===== config.mk =====
export PLATFORM = sky130hd
export DESIGN_NAME = irq_handler
export DESIGN_NICKNAME = d
export VERILOG_FILES = /design/src/rtl/irq_pkg.sv /design/src/rtl/irq_handler.sv
export SDC_FILE = /design/constraint.sdc
export NUM_CORES = 1
export LEC_CHECK = 0
export BUFFER_PORTS_ARGS = -buffer_cell sky130_fd_sc_hd__buf_2
export CORE_AREA = 3 3 124 126
export CTS_CLUSTER_DIAMETER = 150
export DETAILED_ROUTE_END_ITERATION = 12
export DIE_AREA = 0 0 127 129
export PLACE_DENSITY = 0.81
export SLEW_MARGIN = 10
export SYNTH_ARGS = -nofsm -noshare
export SYNTH_HDL_FRONTEND = slang
export SYNTH_SLANG_ARGS = --single-unit

===== constraint.sdc =====
create_clock -name aclk -period 3.2 [get_ports aclk]
set_input_delay 0 -clock aclk [delete_from_list [all_inputs] [get_ports aclk]]
set_output_delay 0 -clock aclk [all_outputs]
set_load 0.02 [all_outputs]

===== src/rtl/irq_pkg.sv =====
// Constants, register map and carrier types of the vectored interrupt handler.
// Assumes one system clock and a synchronous active-low reset.
package irq_pkg;

    // ------------------------------------------------------------
    // Sources and timing
    // ------------------------------------------------------------
    localparam int          NUM_SOURCES     = 22;
    localparam int          NUM_PERIPH      = 12;
    localparam int          NUM_EXTERNAL    = 10;
    localparam int          IDX_W           = 5;
    localparam int          CALL_CYCLES     = 4;
    localparam logic [15:0] VEC_BASE        = 16'h0003;
    localparam int          VEC_STEP_SHIFT  = 3;

    // ------------------------------------------------------------
    // Register map (byte addresses)
    // ------------------------------------------------------------
    localparam logic [7:0]  OFS_CTRL        = 8'h00;
    localparam logic [7:0]  OFS_ENABLE      = 8'h04;
    localparam logic [7:0]  OFS_PRIORITY    = 8'h08;
    localparam logic [7:0]  OFS_PEND_SET    = 8'h0c;
    localparam logic [7:0]  OFS_PEND_CLR    = 8'h10;
    localparam logic [7:0]  OFS_IRQ_STATUS  = 8'h14;
    localparam logic [7:0]  OFS_IRQ_MASK    = 8'h18;
    localparam logic [7:0]  OFS_SERVICE     = 8'h1c;

    // ------------------------------------------------------------
    // Fields and reset values
    // ------------------------------------------------------------
    localparam int          GIE_BIT         = 7;
    localparam int          EV_CALL_BIT     = 0;
    localparam int          EV_RETURN_FROM_IRQ_INSTRUCTION_BIT     = 1;
    localparam int          NUM_EVENTS      = 2;
    localparam logic [31:0] RST_ENABLE      = 32'h0000_0000;
    localparam logic [31:0] RST_PRIORITY    = 32'h0000_0000;
    localparam logic [31:0] RST_AUTO_CLEAR  = 32'h0000_0005;
    localparam logic [1:0]  RESP_OKAY       = 2'b00;
    localparam logic [1:0]  RESP_SLVERR     = 2'b10;

    // ------------------------------------------------------------
    // Carrier types
    // ------------------------------------------------------------
    typedef enum logic { LVL_LOW, LVL_HIGH } level_t;

    typedef struct packed {
        logic             valid;
        logic [15:0]      addr;
        logic [IDX_W-1:0] source;
        level_t           level;
    } call_t;

    typedef struct packed {
        logic instr_done;
        logic return_from_irq_instruction_done;
    } cpu_status_t;

endpackage


===== src/rtl/irq_handler.sv =====
// Vectored interrupt handler: pending flags, enables, two-level priority,
// call sequencing toward the core, AXI4-Lite register slave.
// Assumes the core pulses instruction and return completion, one clock.
//
// Summary of operation
// - Twenty-two sources, two priority levels
// - Twelve peripheral sources, up to ten external
// - Valid source condition sets its pending flag
// - Flags set even when disabled; no request
// - Enabled flag requests call after current instruction
// - Routine ends with return; core resumes
// - Per-source enable bit gates requests
// - Global enable bit seven required
// - Global enable clear blocks every source
// - Designated sources auto-clear flag on vectoring
// - Flag still set: re-enter after one instruction
// - Software setting a flag acts as event
// - Sample every cycle; fastest response five cycles
// - High preempts low; high never preempted
// - Simultaneous: higher level, then fixed order
// - Priority bit per source, reset low
module irq_handler #(
    parameter int          N_SRC      = irq_pkg::NUM_SOURCES,
    parameter logic [31:0] AUTO_CLEAR = irq_pkg::RST_AUTO_CLEAR
) (
    input  wire logic                 aclk,
    input  wire logic                 aresetn,
    input  wire logic [N_SRC-1:0]     src_event,
    input  wire irq_pkg::cpu_status_t cpu_status,
    output irq_pkg::call_t            call,
    output logic                      irq,
    input  wire logic [7:0]           s_axi_awaddr,
    input  wire logic                 s_axi_awvalid,
    output logic                      s_axi_awready,
    input  wire logic [31:0]          s_axi_wdata,
    input  wire logic [3:0]           s_axi_wstrb,
    input  wire logic                 s_axi_wvalid,
    output logic                      s_axi_wready,
    output logic [1:0]                s_axi_bresp,
    output logic                      s_axi_bvalid,
    input  wire logic                 s_axi_bready,
    input  wire logic [7:0]           s_axi_araddr,
    input  wire logic                 s_axi_arvalid,
    output logic                      s_axi_arready,
    output logic [31:0]               s_axi_rdata,
    output logic [1:0]                s_axi_rresp,
    output logic                      s_axi_rvalid,
    input  wire logic                 s_axi_rready
);
    import irq_pkg::*;

    localparam int A_CALL = CALL_CYCLES;

    if (N_SRC < 1 || N_SRC > 32 || N_SRC > (1 << IDX_W)) begin : g_bad_n_src
        $error("N_SRC must lie between 1 and 32");
    end

    typedef enum logic { ST_RUN, ST_CALL } seq_t;

    // ------------------------------------------------------------
    // Registers
    // ------------------------------------------------------------
    logic             gie_q;
    logic [N_SRC-1:0] enable_q;
    logic [N_SRC-1:0] prio_q;
    logic [N_SRC-1:0] pending_q;
    logic [NUM_EVENTS-1:0] status_q;
    logic [NUM_EVENTS-1:0] mask_q;
    logic             act_hi_q;
    logic             act_lo_q;
    seq_t             st_q;
    logic [2:0]       cnt_q;
    logic [IDX_W-1:0] sel_idx_q;
    level_t           sel_lvl_q;
    logic             req_q;
    logic [IDX_W-1:0] req_idx_q;
    level_t           req_lvl_q;
    call_t            call_q;

    logic             aw_held_q;
    logic             w_held_q;
    logic [7:0]       waddr_q;
    logic [31:0]      wdata_q;
    logic [3:0]       wstrb_q;
    logic             bvalid_q;
    logic [1:0]       bresp_q;
    logic             awready_q;
    logic             wready_q;
    logic             arready_q;
    logic             rvalid_q;
    logic [31:0]      rdata_q;
    logic [1:0]       rresp_q;

    logic             do_write;
    logic [31:0]      wmask;
    logic [31:0]      wbits;
    logic [N_SRC-1:0] sw_set;
    logic [N_SRC-1:0] sw_clr;
    logic [N_SRC-1:0] auto_clr;
    logic             go;
    logic             call_end;
    logic             live_hi;

    // ------------------------------------------------------------
    // AXI4-Lite write path
    // ------------------------------------------------------------
    assign do_write = aw_held_q && w_held_q && !bvalid_q;
    assign wmask    = {{8{wstrb_q[3]}}, {8{wstrb_q[2]}}, {8{wstrb_q[1]}}, {8{wstrb_q[0]}}};
    assign wbits    = wdata_q & wmask;

    always_ff @(posedge aclk) begin
        if (!aresetn) begin
            aw_held_q <= 1'b0;
            w_held_q  <= 1'b0;
            awready_q <= 1'b1;
            wready_q  <= 1'b1;
            waddr_q   <= 8'h00;
            wdata_q   <= 32'h0000_0000;
            wstrb_q   <= 4'h0;
            bvalid_q  <= 1'b0;
            bresp_q   <= RESP_OKAY;
        end else begin
            if (s_axi_awvalid && awready_q) begin
                aw_held_q <= 1'b1;
                awready_q <= 1'b0;
                waddr_q   <= s_axi_awaddr;
            end
            if (s_axi_wvalid && wready_q) begin
                w_held_q <= 1'b1;
                wready_q <= 1'b0;
                wdata_q  <= s_axi_wdata;
                wstrb_q  <= s_axi_wstrb;
            end
            if (do_write) begin
                aw_held_q <= 1'b0;
                w_held_q  <= 1'b0;
                bvalid_q  <= 1'b1;
                if (waddr_q[7:5] == 3'h0 && waddr_q[1:0] == 2'b00)
                    bresp_q <= RESP_OKAY;
                else
                    bresp_q <= RESP_SLVERR;
            end
            // Ready returns only after the response, so one write at a time
            if (bvalid_q && s_axi_bready) begin
                bvalid_q  <= 1'b0;
                awready_q <= 1'b1;
                wready_q  <= 1'b1;
            end
        end
    end

    // Write-one strobes for the pending flags
    // software set
    assign sw_set = (do_write && waddr_q == OFS_PEND_SET) ? wbits[N_SRC-1:0] : '0;
    assign sw_clr = (do_write && waddr_q == OFS_PEND_CLR) ? wbits[N_SRC-1:0] : '0;

    // ------------------------------------------------------------
    // Configuration registers
    // ------------------------------------------------------------
    always_ff @(posedge aclk) begin
        if (!aresetn) begin
            gie_q    <= 1'b0;
            enable_q <= RST_ENABLE[N_SRC-1:0];
            prio_q   <= RST_PRIORITY[N_SRC-1:0];
            mask_q   <= '0;
        end else if (do_write) begin
            if (waddr_q == OFS_CTRL && wstrb_q[0])
                gie_q <= wdata_q[GIE_BIT];
            if (waddr_q == OFS_ENABLE)
                enable_q <= (enable_q & ~wmask[N_SRC-1:0]) | wbits[N_SRC-1:0];
            if (waddr_q == OFS_PRIORITY)
                prio_q <= (prio_q & ~wmask[N_SRC-1:0]) | wbits[N_SRC-1:0];
            if (waddr_q == OFS_IRQ_MASK)
                mask_q <= (mask_q & ~wmask[NUM_EVENTS-1:0]) | wbits[NUM_EVENTS-1:0];
        end
    end

    // ------------------------------------------------------------
    // Pending flags
    // ------------------------------------------------------------
    always_comb begin
        auto_clr = '0;
        if (call_end)
            auto_clr[sel_idx_q] = AUTO_CLEAR[sel_idx_q];
    end

    // set regardless of enable
    // Any set beats any clear in the same cycle, so no event is lost
    always_ff @(posedge aclk) begin
        if (!aresetn)
            pending_q <= '0;
        else
            pending_q <= (pending_q & ~(sw_clr | auto_clr)) | src_event | sw_set;
    end

    // ------------------------------------------------------------
    // Request detection and arbitration
    // ------------------------------------------------------------
    // sampled every cycle
    always_ff @(posedge aclk) begin
        logic [N_SRC-1:0] live;
        logic [N_SRC-1:0] hi_ok;
        logic [N_SRC-1:0] lo_ok;
        live = '0;
        hi_ok = '0;
        lo_ok = '0;
        if (!aresetn) begin
            req_q     <= 1'b0;
            req_idx_q <= '0;
            req_lvl_q <= LVL_LOW;
        end else begin
            live  = gie_q ? (pending_q & enable_q) : '0;
            // high only if none high active
            hi_ok = act_hi_q ? '0 : (live & prio_q);
            lo_ok = (act_hi_q || act_lo_q) ? '0 : (live & ~prio_q);
            req_q <= (hi_ok != '0) || (lo_ok != '0);
            req_idx_q <= '0;
            req_lvl_q <= LVL_LOW;
            if (hi_ok != '0) begin
                req_lvl_q <= LVL_HIGH;
                for (int i = N_SRC - 1; i >= 0; i--) begin
                    if (hi_ok[i])
                        req_idx_q <= i[IDX_W-1:0];
                end
            end else begin
                for (int i = N_SRC - 1; i >= 0; i--) begin
                    if (lo_ok[i])
                        req_idx_q <= i[IDX_W-1:0];
                end
            end
        end
    end

    // ------------------------------------------------------------
    // Call sequencing
    // ------------------------------------------------------------
    // enter at instruction boundary
    // a return is not a boundary; next instruction is
    // Recheck level against live service state: the request is a cycle old
    assign go = st_q == ST_RUN && req_q && cpu_status.instr_done && !cpu_status.return_from_irq_instruction_done &&
                (req_lvl_q == LVL_HIGH ? !act_hi_q : !(act_hi_q || act_lo_q));
    // The entry cycle counts as the first call cycle, so response stays five
    assign call_end = st_q == ST_CALL && cnt_q == 3'(CALL_CYCLES - 2);
    assign live_hi  = gie_q && !act_hi_q && ((pending_q & enable_q & prio_q) != '0);

    always_ff @(posedge aclk) begin
        if (!aresetn) begin
            st_q      <= ST_RUN;
            cnt_q     <= 3'h0;
            sel_idx_q <= '0;
            sel_lvl_q <= LVL_LOW;
        end else begin
            case (st_q)
                ST_RUN: begin
                    if (go) begin
                        st_q      <= ST_CALL;
                        cnt_q     <= 3'h0;
                        sel_idx_q <= req_idx_q;
                        sel_lvl_q <= req_lvl_q;
                    end
                end
                ST_CALL: begin
                    cnt_q <= cnt_q + 3'h1;
                    if (call_end)
                        st_q <= ST_RUN;
                end
                default: st_q <= ST_RUN;
            endcase
        end
    end

    always_ff @(posedge aclk) begin
        if (!aresetn) begin
            call_q <= '0;
        end else begin
            call_q.valid  <= call_end;
            call_q.addr   <= VEC_BASE + 16'({sel_idx_q, 3'b000});
            call_q.source <= sel_idx_q;
            call_q.level  <= sel_lvl_q;
        end
    end

    always_ff @(posedge aclk) begin
        if (!aresetn) begin
            act_hi_q <= 1'b0;
            act_lo_q <= 1'b0;
        end else begin
            if (cpu_status.return_from_irq_instruction_done) begin
                if (act_hi_q)
                    act_hi_q <= 1'b0;
                else
                    act_lo_q <= 1'b0;
            end
            if (call_end) begin
                if (sel_lvl_q == LVL_HIGH)
                    act_hi_q <= 1'b1;
                else
                    act_lo_q <= 1'b1;
            end
        end
    end

    // ------------------------------------------------------------
    // Event status and interrupt output
    // ------------------------------------------------------------
    always_ff @(posedge aclk) begin
        logic [NUM_EVENTS-1:0] ev;
        ev = '0;
        if (!aresetn) begin
            status_q <= '0;
            irq      <= 1'b0;
        end else begin
            ev[EV_CALL_BIT] = call_end;
            ev[EV_RETURN_FROM_IRQ_INSTRUCTION_BIT] = cpu_status.return_from_irq_instruction_done;
            if (do_write && waddr_q == OFS_IRQ_STATUS)
                status_q <= (status_q & ~wbits[NUM_EVENTS-1:0]) | ev;
            else
                status_q <= status_q | ev;
            irq <= (status_q & mask_q) != '0;
        end
    end

    // ------------------------------------------------------------
    // AXI4-Lite read path
    // ------------------------------------------------------------
    always_ff @(posedge aclk) begin
        if (!aresetn) begin
            arready_q <= 1'b1;
            rvalid_q  <= 1'b0;
            rdata_q   <= 32'h0000_0000;
            rresp_q   <= RESP_OKAY;
        end else if (s_axi_arvalid && arready_q) begin
            arready_q <= 1'b0;
            rvalid_q  <= 1'b1;
            rresp_q   <= RESP_OKAY;
            rdata_q   <= 32'h0000_0000;
            if (s_axi_araddr == OFS_CTRL)
                rdata_q[GIE_BIT] <= gie_q;
            else if (s_axi_araddr == OFS_ENABLE)
                rdata_q[N_SRC-1:0] <= enable_q;
            else if (s_axi_araddr == OFS_PRIORITY)
                rdata_q[N_SRC-1:0] <= prio_q;
            else if (s_axi_araddr == OFS_PEND_SET || s_axi_araddr == OFS_PEND_CLR)
                rdata_q[N_SRC-1:0] <= pending_q;
            else if (s_axi_araddr == OFS_IRQ_STATUS)
                rdata_q[NUM_EVENTS-1:0] <= status_q;
            else if (s_axi_araddr == OFS_IRQ_MASK)
                rdata_q[NUM_EVENTS-1:0] <= mask_q;
            else if (s_axi_araddr == OFS_SERVICE)
                rdata_q[12:0] <= {st_q == ST_CALL, sel_idx_q, 1'b0, req_q,
                                  req_lvl_q == LVL_HIGH, 2'b00, act_hi_q, act_lo_q};
            else
                rresp_q <= RESP_SLVERR;
        end else if (rvalid_q && s_axi_rready) begin
            rvalid_q  <= 1'b0;
            arready_q <= 1'b1;
        end
    end

    assign s_axi_awready = awready_q;
    assign s_axi_wready  = wready_q;
    assign s_axi_bvalid  = bvalid_q;
    assign s_axi_bresp   = bresp_q;
    assign s_axi_arready = arready_q;
    assign s_axi_rvalid  = rvalid_q;
    assign s_axi_rdata   = rdata_q;
    assign s_axi_rresp   = rresp_q;
    assign call          = call_q;

    // ------------------------------------------------------------
    // Assertions
    // ------------------------------------------------------------
    a_flag_sets: assert property (@(posedge aclk) disable iff (!aresetn)
        (src_event != '0) |=> ((pending_q & $past(src_event)) == $past(src_event)))
        else $error("event did not set its pending flag");
    a_disabled_quiet: assert property (@(posedge aclk) disable iff (!aresetn)
        ((pending_q & enable_q) == '0) |=> !req_q)
        else $error("request raised with no enabled pending flag");
    a_global_gate: assert property (@(posedge aclk) disable iff (!aresetn)
        !gie_q |=> !req_q)
        else $error("request raised with global enable clear");
    a_call_latency: assert property (@(posedge aclk) disable iff (!aresetn)
        go |=> !call_q.valid [*3] ##1 call_q.valid)
        else $error("call did not complete after four cycles");
    a_call_vector: assert property (@(posedge aclk) disable iff (!aresetn)
        go |-> ##A_CALL (call_q.addr == VEC_BASE + 16'({$past(req_idx_q, A_CALL), 3'b000})))
        else $error("call vector does not match chosen source");
    a_high_kept: assert property (@(posedge aclk) disable iff (!aresetn)
        act_hi_q |=> !call_q.valid)
        else $error("call completed while high level in service");
    a_return_from_irq_instruction_boundary: assert property (@(posedge aclk) disable iff (!aresetn)
        (cpu_status.return_from_irq_instruction_done && st_q == ST_RUN) |=> st_q == ST_RUN)
        else $error("entry on the return itself");
    a_level_first: assert property (@(posedge aclk) disable iff (!aresetn)
        (req_q && req_lvl_q == LVL_LOW) |-> !$past(live_hi))
        else $error("low level chosen over live high level");
    a_auto_clear: assert property (@(posedge aclk) disable iff (!aresetn)
        (call_end && AUTO_CLEAR[sel_idx_q] && !src_event[sel_idx_q] && !sw_set[sel_idx_q])
            |=> !pending_q[$past(sel_idx_q)])
        else $error("designated flag not cleared on vectoring");
    a_sw_set: assert property (@(posedge aclk) disable iff (!aresetn)
        (sw_set != '0) |=> ((pending_q & $past(sw_set)) == $past(sw_set)))
        else $error("software set of a flag was lost");

    c_high_call: cover property (@(posedge aclk) disable iff (!aresetn)
        call_q.valid && call_q.level == LVL_HIGH);
    c_preempt: cover property (@(posedge aclk) disable iff (!aresetn)
        go && act_lo_q);
    c_reenter: cover property (@(posedge aclk) disable iff (!aresetn)
        cpu_status.return_from_irq_instruction_done && req_q ##[1:20] go);

endmodule


==> metrics.txt, run 1 <==
outcome=finished clean; Vias per Instance=approximately 6.0; Hold/Removal Path Class=input port to flop; Final HPWL DP=~16 mm; chip height=between 100 and 150 um; ratio of cells with drive above 1 in the final layout=0.162; Clock Latency Late Sink=around 0.43 ns; crit end category=flop; Area contributors post-synth=dfxtp_1, mux2i_1, nand2_1; # DRC=0; CTS Buf Count=17; grt ovf=0; core area=between 10000 and 15000 um^2; CTS Sinks=around 160; Req. time, crit path=between 3 and 4 ns; RD Place Congestion=~0.96; standard-cell rows=44; TNS Setup=0 ns; achievable frequency=approximately 370 MHz; Initial DRC Count=755; Post-Layout Cell Count=approximately 1300; post-synthesis area per instance=around 8.5 um^2; clock-pin slew on the worst setup and hold paths=~0.070 ns; wire length per cell=about 18 um; Yosys top cell area share=0.414; Setup Buffers After CTS=0; filler cell count=about 1100; min cycle time layout=between 2 and 3 ns; IO Pins=~150; Post-Place Cells=between 1000 and 1500; final critical-path share of the clock period=0.850; LEAKAGE=about 4.2 nW; DIE WIDTH=roughly 130 um; nets=approximately 1200; worst slew pin tran=0.935 ns; TritonRoute pass-1 iters=6; final core utilization=0.679; CTS root buffer=clkbuf_16; ys flop type=dfxtp_1; synthesized area=~7900 um^2; CTS tree=built; Setup Crit Path Kind=flop to flop; endpoints failing hold=0; Synth cell types=63; power per cell area=around 480 nW/um^2; worst-case clock buffer depth=2; Max Cap Viol=0; asr flop ratio synth=0; Yosys warning count=0; number of flops mapped to enable cells by yosys=0; Max-slew headroom=0.377; CP Max Fanout=15; Slew Viols, Final=0; Initial Utilization=0.550; first-pass GRT wire length=approximately 37 mm; biggest area consumer among synthesized cells=dfxtp_1; Critical Path AT=3.08 ns; Seq/Total Area, Yosys=0.414; die area=about 16000 um^2; Port Buffers=~120; Post-Route WL=around 24 mm; worst clock skew=about 0.0064 ns; Global Route Usage Sum=0.286; vias in the first global route=6969; antenna violations before repair=0; CTS H-Tree Depth=4; Peak supply drop=between 0.3 and 0.4 mV; Post-Syn Instances=a little over 900; RSZ-0062 raised after global routing=no; setup violators final=0; post-route ant nets=0; total number of vias=7736; Area Growth Syn to Fin=23.5%; crit start category=flop; n_diodes=0; Yosys reg bits=164; largest net degree at the start of global routing=53
cell type report:
class / instances / area, um^2 / share of cell area
Tap cell: 184 / 230 / 0.0235
Clock buffer: 21 / 450 / 0.0460
Clock inverter: 10 / 150 / 0.0153
Sequential cell: 164 / 3280 / 0.335
Inverter: 12 / 45.0 / 0.00460
Timing Repair Buffer: 198 / 1370 / 0.140
Multi-Input combinational cell: 693 / 4260 / 0.435
cell usage in the layout, fill, tap and decap left out, types with 5 or more instances in the layout:
| master | synthesis | layout |
|---|---|---|
| dfxtp_1 | 164 | 164 |
| buf_2 | 0 | 115 |
| nand2_1 | 109 | 109 |
| dlygate4sd3_1 | 0 | 69 |
| nor2_1 | 58 | 58 |
| a21oi_1 | 55 | 55 |
| mux2i_1 | 53 | 53 |
| o21ai_0 | 52 | 52 |
| nor2b_1 | 39 | 39 |
| nand3_1 | 38 | 38 |
| a21boi_0 | 29 | 29 |
| conb_1 | 1 | 21 |
| and3_1 | 17 | 17 |
| a31oi_1 | 17 | 17 |
| a211oi_1 | 17 | 17 |
| clkbuf_16 | 0 | 17 |
| a21o_1 | 16 | 16 |
| and2_1 | 15 | 15 |
| buf_4 | 27 | 14 |
| a222oi_1 | 13 | 13 |
| nand3b_1 | 12 | 12 |
| inv_1 | 12 | 11 |
| o31a_1 | 10 | 10 |
| and3b_1 | 8 | 8 |
| nand4b_1 | 8 | 8 |
| nand2b_1 | 8 | 8 |
| o221ai_1 | 8 | 8 |
| nor3_1 | 7 | 7 |
| nand4_1 | 5 | 5 |
| a311oi_1 | 5 | 5 |
| or2_2 | 5 | 5 |
logic make-up after synthesis:
logic type,share of synthesized area
DFF,0.414
buffers and inverters,0.0582
AOI/OAI and AO/OA,0.224
and+or+nand+nor,0.230
adders and majority gates,0.00315
other,0.000473
muxes,0.0697
worst max-delay path: stages (launching register included):
cell	delay [ns]
dfxtp_1	0.36
nand2b_1	0.44
a21oi_1	0.15
or4_4	0.53
or4_4	0.53
or4_1	0.49
a21oi_1	0.15
per-stage QoR:
| step | total power, W | hold WS (ns) | setup WS, ns | cell area, um^2 |
|---|---|---|---|---|
| final | 0.00469 | 0.0622 | 0.481 | 9790 |
| after floorplan | 0.00244 | 0.0277 | 0.831 | 8010 |
| after CTS | 0.00468 | 0.0549 | 0.481 | 9790 |
| after global routing | 0.00483 | 0.0880 | 0.367 | 9790 |
| after detailed placement | 0.00255 | 0.227 | 0.496 | 8500 |
| after global placement | 0.00254 | 0.208 | 0.556 | 8500 |
final timing paths:
| path | start | end | slack (ns) | cells after the start |
|---|---|---|---|---|
| setup reg to reg | gie_q | req_idx_q[2] | 0.48 | 6 |
| hold / removal | cpu_status[1] | st_q | 0.06 | 4 |
| hold reg to reg | s_axi_rdata[10] | s_axi_rdata[10] | 0.45 | 2 |
| setup / recovery | gie_q | req_idx_q[2] | 0.48 | 6 |
per-layer routing:
layer / track usage / share of wire / vias up
met5: 0 / 0 / -
met4: 0.107 / 0.025 / 0
met3: 0.0648 / 0.097 / 54
met2: 0.438 / 0.45 / 421
met1: 0.396 / 0.43 / 3618
li1: - / - / 3643
power breakdown:
part           leakage (nW)  internal (W)  switching, W  total (W)
sequential             1.34       0.00211     0.0000825    0.00219
clock                 0.282       0.00125      0.000846    0.00210
combinational          2.54      0.000180      0.000218   0.000398
synth_stat cells, drive strengths merged, types with 8 or more instances:
cell type,instances
nand4b,8
a222oi,13
a31oi,17
a21oi,56
nand2,109
nor2,58
and3,17
and2,16
clkbuf,48
o31a,10
nand3b,12
a21boi,29
and3b,8
a21o,16
o221ai,8
o21ai,52
inv,12
buf,34
mux2i,53
nand2b,8
nor2b,39
a211oi,17
dfxtp,164
nand3,38
repair_timing:
action	CTS	global route
resized for setup	0	0
hold endpoints to repair	62	0
hold buffers	69	0
No activity file was read; power rests on OpenSTA's default activity.
==> run 2, diff against run 1 <==
==> constraint.sdc (replaced) <==
create_clock -name aclk -period 2.8 [get_ports aclk]
set_input_delay 0 -clock aclk [delete_from_list [all_inputs] [get_ports aclk]]
set_output_delay 0 -clock aclk [all_outputs]
set_load 0.02 [all_outputs]
==> run 2 against run 1 <==
Against the previous run:
- clock skew grew 0.0061 ns
- core utilization grew 0.59 points
- hold slack is essentially flat
- critical path type unchanged
- fmax grew 9.6%
- die area is the same
- largest cell class unchanged
- global-route usage grew 1.5 points
- highest routed layer unchanged
==> metrics.txt, run 2 (synthesized netlist as in run 1, its figures left out) <==
outcome=finished clean; achievable frequency=403 MHz (+9.6%); first-pass GRT wire length=38.8 mm (+5.2%); DIE WIDTH=127 um (unchanged); n_diodes=0 (unchanged); endpoints failing hold=0 (unchanged); wire length per cell=19.1 um (+3.4%); vias in the first global route=7252 (+4.1%); Max-slew headroom=0.380 (+0.00262); LEAKAGE=4.22 nW (+1.4%); commonest non-fill, non-tap cell in the layout=dfxtp_1; Final HPWL DP=16.3 mm (+2.4%); CP Buf/Inv Count=0 (unchanged); TNS Setup=0 ns (unchanged); chip height=129 um (unchanged); Initial DRC Count=946 (+25%); CP max-delay cell=or4_4; post-route ant nets=0 (unchanged); grt ovf=0 (unchanged); IO Pins=148 (unchanged); Post-Route WL=24.6 mm (+4.3%); Hold/Removal Path Class=input port to flop; PostCTS Resize Cnt=0 (unchanged); ratio of cells with drive above 1 in the final layout=0.173 (+0.0110); Tot Pwr=0.00538 W (+15%); clock-pin slew on the worst setup and hold paths=0.07 ns (about the same); Global Route Usage Sum=0.301 (+0.0148); CTS root buffer=clkbuf_16; RD Place Congestion=0.975 (+2.0%); standard-cell rows=44 (unchanged); crit start category=flop; total number of vias=7836 (+1.3%); hold slack=0.0625 ns (+0.000268 ns); CTS Buf Count=17 (unchanged); worst slew pin tran=0.921 ns (-0.0137 ns); nets=1181 (+0.85%); crit end category=flop; Area Growth Syn to Fin=24.5%; Logic pwr share=0.087 (+0.002); final critical-path share of the clock period=0.886 (+0.0364); Largest delay share family, worst path=simple AND/OR/NAND/NOR gates; Switching Share=0.259 (+0.0146); crit path cell chain=nand2b_1 -> a21oi_1 -> or4_4 -> or4_4 -> or4_1 -> a21oi_1; Peak supply drop=0.410 mV (+14%); RSZ-0062 raised after global routing=no; antenna violations before repair=0 (unchanged); Post-Layout Inst Area=9880 um^2 (+0.87%); most frequent cells in the layout=dfxtp_1, buf_2, nand2_1; Vias per Instance=6.06 (+0.43%); # DRC=0 (unchanged); Critical Path AT=2.84 ns (-0.24 ns); clock power share=0.448 (about the same); die area=16400 um^2 (unchanged); setup violators final=0 (unchanged); CTS Sinks=164 (unchanged); Setup Crit Path Kind=flop to flop; worst clock skew=0.0125 ns (+0.00613 ns); Req. time, crit path=3.16 ns (-0.40 ns); TritonRoute pass-1 iters=8 (+2); Initial Utilization=0.550 (unchanged); min cycle time layout=2.48 ns (-0.238 ns); CTS Hold Bufs=69 (unchanged); CP Max Fanout=6 (-9); Clock Latency Late Sink=0.44 ns (about the same); largest net degree at the start of global routing=57 (+7.5%); CTS tree=built; Max Cap Viol=0 (unchanged); Area after DPL=8580 um^2 (+0.88%); sw power=0.00139 W (+22%); Cell Int Power=0.00398 W (+12%); core area=14400 um^2 (unchanged); Port Buffers=115 (unchanged); worst-case clock buffer depth=2 (unchanged); Slew Viols, Final=0 (unchanged); Seq pwr share=0.466 (about the same); slowest stage delay, CP=0.54 ns (about the same); power per cell area=544 nW/um^2 (+14%); CTS H-Tree Depth=4 (unchanged); R2R setup slack=0.32 ns (-0.16 ns); Setup Buffers After CTS=0 (unchanged)
[run 2: worst paths after layout]
kind / startpoint / endpoint / cells past startpoint
max: gie_q / req_idx_q[2] / 6
min reg2reg: s_axi_rdata[10] / s_axi_rdata[10] / 2
max reg2reg: gie_q / req_idx_q[2] / 6
min: cpu_status[1] / st_q / 4
[run 2: worst register-to-register path, cell delays in order (launching register included)]
cell and delay, ns:
dfxtp_1 0.37, nand2b_1 0.25, a21oi_1 0.10, or4_4 0.54
or4_4 0.53, or4_1 0.48, a21oi_1 0.14
[run 2: power by group through the flow]
stage	Clock, W	Sequential, W	Combinational, W
2_1_floorplan	0	0.00254	0.000256
3_3_place_gp	0	0.00254	0.000367
3_5_place_dp	0	0.00255	0.000371
4_1_cts	0.00240	0.00250	0.000448
5_1_grt	0.00252	0.00251	0.000509
6_report	0.00241	0.00250	0.000466
[run 2: routing by layer]
layer	share of wire	vias to the layer above	global-route usage
met5	0	-	0
met4	0.026	0	0.114
met3	0.097	56	0.0573
met2	0.46	443	0.480
met1	0.42	3667	0.406
li1	-	3670	-
[run 2: final cells by class]
cell class	count	area [um^2]
Multi-Input combinational cell	693	4260
Sequential cell	164	3280
Timing Repair Buffer	208	1450
Clock buffer	18	439
Fill cell	1150	4540
Clock inverter	14	171
Inverter	12	45.0
Tap cell	184	230
[run 2: stage by stage]
stage,instances,utilization,worst slack (ns)
final,1293,0.685,0.319
after global placement,1192,0.595,0.371
after global routing,1293,0.685,0.169
after floorplan,951,-,0.431
after CTS,1293,0.685,0.336
after detailed placement,1192,0.595,0.369
==> run 3, diff against run 2 <==
--- a/config.mk
+++ b/config.mk
@@ -5,12 +5,13 @@
 export SDC_FILE = /design/constraint.sdc
 export NUM_CORES = 1
 export LEC_CHECK = 0
+export ABC_AREA = 1
 export BUFFER_PORTS_ARGS = -buffer_cell sky130_fd_sc_hd__buf_2
 export CORE_AREA = 3 3 124 126
 export CTS_CLUSTER_DIAMETER = 150
 export DETAILED_ROUTE_END_ITERATION = 12
 export DIE_AREA = 0 0 127 129
-export PLACE_DENSITY = 0.81
+export PLACE_DENSITY = 0.82
 export SLEW_MARGIN = 10
 export SYNTH_ARGS = -nofsm -noshare
 export SYNTH_HDL_FRONTEND = slang
==> run 3 against run 2 <==
Against the previous run:
- critical path depth unchanged
- sequential power about the same
- clock power fell by 9.5%
- combinational power increased by 5.6%
- routed wire length is essentially flat
- cell count up 15%
- area after synthesis rose by 1.5%
- first-iteration DRC count decreased by 13%
- hold slack better by 0.0017 ns
- register-to-register slack gained 0.12 ns
- via count up 5.7%
- core utilization decreased by 0.36 points
==> metrics.txt, run 3 <==
RD Place Congestion=0.905 (-7.2%); TNS Setup=0 ns (unchanged); reg2reg path depth=6 (unchanged); first-pass GRT wire length=38.6 mm (-0.66%); cell with the most instances after synthesis=inv_1; CP Buf/Inv Count=0 (unchanged); number of flops mapped to enable cells by yosys=0 (unchanged); setup violators final=0 (unchanged); die area=16400 um^2 (unchanged); Post-Route WL=24.6 mm (about the same); commonest non-fill, non-tap cell in the layout=inv_1; CP Max Fanout=16 (+10); Area Growth Syn to Fin=22.0%; ys flop type=dfxtp_1; LEAKAGE=4.14 nW (-2.0%); Setup Buffers After CTS=0 (unchanged); achievable frequency=424 MHz (+5.3%); slowest stage delay, CP=0.51 ns (-0.03 ns); filler cell count=1192 (+3.7%); Worst Hold Path EP=s_axi_rresp[1]; most used cell, CP=nand2_1; clock-pin slew on the worst setup and hold paths=0.07 ns (about the same); Port Buffers=115 (unchanged); Worst R2R Start=waddr_q[4]; min cycle time layout=2.36 ns (-0.125 ns); Area after DPL=8680 um^2 (+1.2%); Area contributors post-synth=dfxtp_1, a21oi_1, inv_1; final core utilization=0.681 (-0.00364); crit end category=flop; Synth cell types=42 (-33%); nets=1380 (+17%); CTS H-Tree Depth=4 (unchanged); storage element area=3280 um^2 (unchanged); CTS tree=built; Hold Path Cell Cnt=5 (+1); asr flop ratio synth=0 (unchanged); grt ovf=0 (unchanged); post-route ant nets=0 (unchanged); Peak supply drop=0.401 mV (-2.2%); Cell Int Power=0.00376 W (-5.5%); IO Pins=148 (unchanged); RSZ-0062 raised after global routing=no; Setup Crit Path Kind=flop to flop; chip height=129 um (unchanged); wire length per cell=16.5 um (-13%); Seq pwr share=0.481 (+0.015); outcome=finished clean; vias in the first global route=7612 (+5.0%); Max-slew headroom=0.414 (+0.0341); # DRC=0 (unchanged); Slew Viols, Final=0 (unchanged); most frequent cells in the layout=inv_1, dfxtp_1, a21oi_1; biggest area consumer among synthesized cells=dfxtp_1; Post-Syn Instances=1135 (+22%); CTS Hold Bufs=60 (-13%); synthesized area=8050 um^2 (+1.5%); Initial Utilization=0.558 (+0.00833); Hold/Removal Path Class=input port to flop; Switching Share=0.269 (+0.0103); Req. time, crit path=3.11 ns (-0.05 ns); top cells by count, synth=inv_1, dfxtp_1, a21oi_1; Yosys top cell area share=0.408 (-0.00617); Vias per Instance=5.55 (-8.4%); Global Route Usage Sum=0.297 (-0.00379); Final HPWL DP=16.6 mm (+1.9%); power per cell area=524 nW/um^2 (-3.6%); worst slew pin tran=0.880 ns (-0.0414 ns); clock power share=0.424 (-0.024); hold slack=0.0642 ns (+0.00169 ns); R2R setup slack=0.44 ns (+0.12 ns); CP max-delay cell=nor4_1; post-synthesis area per instance=7.10 um^2 (-17%); Hold Crit Start=s_axi_araddr[2]; TritonRoute pass-1 iters=5 (-3); worst-case clock buffer depth=2 (unchanged); endpoints failing hold=0 (unchanged); Seq/Total Area, Yosys=0.408 (-0.00617); crit path cell chain=nor4_1 -> nand2_1 -> nor2_1 -> nand2_1 -> o21ai_0 -> a21oi_1; Yosys reg bits=164 (unchanged); largest net degree at the start of global routing=101 (+77%); final critical-path share of the clock period=0.841 (-0.0445); Critical Path AT=2.66 ns (-0.18 ns); Largest delay share family, worst path=simple AND/OR/NAND/NOR gates; Logic pwr share=0.095 (+0.008); standard-cell rows=44 (unchanged); Multi-input gate area=3660 um^2 (-14%); Post-Layout Inst Area=9830 um^2 (-0.53%); Tot Pwr=0.00515 W (-4.1%); DIE WIDTH=127 um (unchanged); CTS Buf Count=17 (unchanged); PostCTS Resize Cnt=0 (unchanged); sw power=0.00139 W (-0.31%); worst clock skew=0.0116 ns (-0.000928 ns); Yosys warning count=0 (unchanged); antenna violations before repair=1 (+1); total number of vias=8286 (+5.7%); crit start category=flop; ratio of cells with drive above 1 in the final layout=0.164 (-0.00952); Clock Latency Late Sink=0.45 ns (about the same); CTS Sinks=164 (unchanged); core area=14400 um^2 (unchanged); Initial DRC Count=825 (-13%); Max Cap Viol=0 (unchanged); CTS root buffer=clkbuf_16
-- run 3: cell types whose count changed in the layout (fill, tap and decap cells not counted), moves of 20 or more --
cell	change
o31ai_1	+20
nor3_1	+46
o21ai_0	+59
a21oi_1	+90
nor2b_1	-39
inv_1	+179
a21boi_0	-29
mux2i_1	-53
nand2_1	+26
-- run 3: power groups by stage --
| stage | combinational, W | sequential, W | clock, W |
|---|---|---|---|
| 2_1_floorplan | 0.000284 | 0.00251 | 0 |
| 5_1_grt | 0.000539 | 0.00248 | 0.00229 |
| 4_1_cts | 0.000469 | 0.00247 | 0.00219 |
| 3_3_place_gp | 0.000394 | 0.00252 | 0 |
| 3_5_place_dp | 0.000402 | 0.00252 | 0 |
| 6_report | 0.000492 | 0.00248 | 0.00218 |
-- run 3: metrics by stage --
stage / cells / worst slack [ns]
floorplan: 1155 / 0.886
global placement: 1400 / 0.566
detailed placement: 1400 / 0.561
CTS: 1492 / 0.524
global route: 1493 / 0.177
finish: 1493 / 0.444
-- run 3: worst min-delay path: stages --
cell	delay [ns]
buf_2	0.10
nor3_1	0.07
nand2_1	0.09
nand4_1	0.10
a21oi_1	0.12
-- run 3: logic make-up (layout without fill, tap and decap cells) --
group / Yosys count / in the layout / synth area share
AO/OA/AOI/OAI: 347 / 347 / 0.241
AND/OR/NAND/NOR: 339 / 339 / 0.201
buffers and inverters: 282 / 435 / 0.148
flip-flops: 164 / 164 / 0.408
adder cells (fa/ha/maj): 2 / 2 / 0.00311
other: 1 / 22 / 0.000466
-- run 3: layout make-up --
class,instances,share of cell area
Clock buffer,19,0.0451
Timing Repair Buffer,195,0.135
Sequential cell,164,0.334
Clock inverter,13,0.0103
Multi-Input combinational cell,709,0.372
Inverter,208,0.0797
Tap cell,184,0.0234
Antenna cell,1,0.000255
-- run 3: how the worst max path moves through the flow --
stage                    start           end  slack, ns  cells past startpoint
floorplan             act_hi_q  req_idx_q[0]       0.89                     27
global placement      act_hi_q  req_idx_q[0]       0.57                     26
detailed placement    act_hi_q  req_idx_q[0]       0.56                     26
CTS                   act_hi_q  req_idx_q[0]       0.52                     26
global route          act_hi_q  req_idx_q[0]       0.18                     26
finish              waddr_q[4]          flop       0.44                      6
-- run 3: layer usage --
metal,vias to the layer above,routed length [um],track usage
met5,-,0,0
met4,0,675,0.114
met3,62,2300,0.0660
met2,458,11300,0.478
met1,3718,10400,0.392
li1,4048,-,-
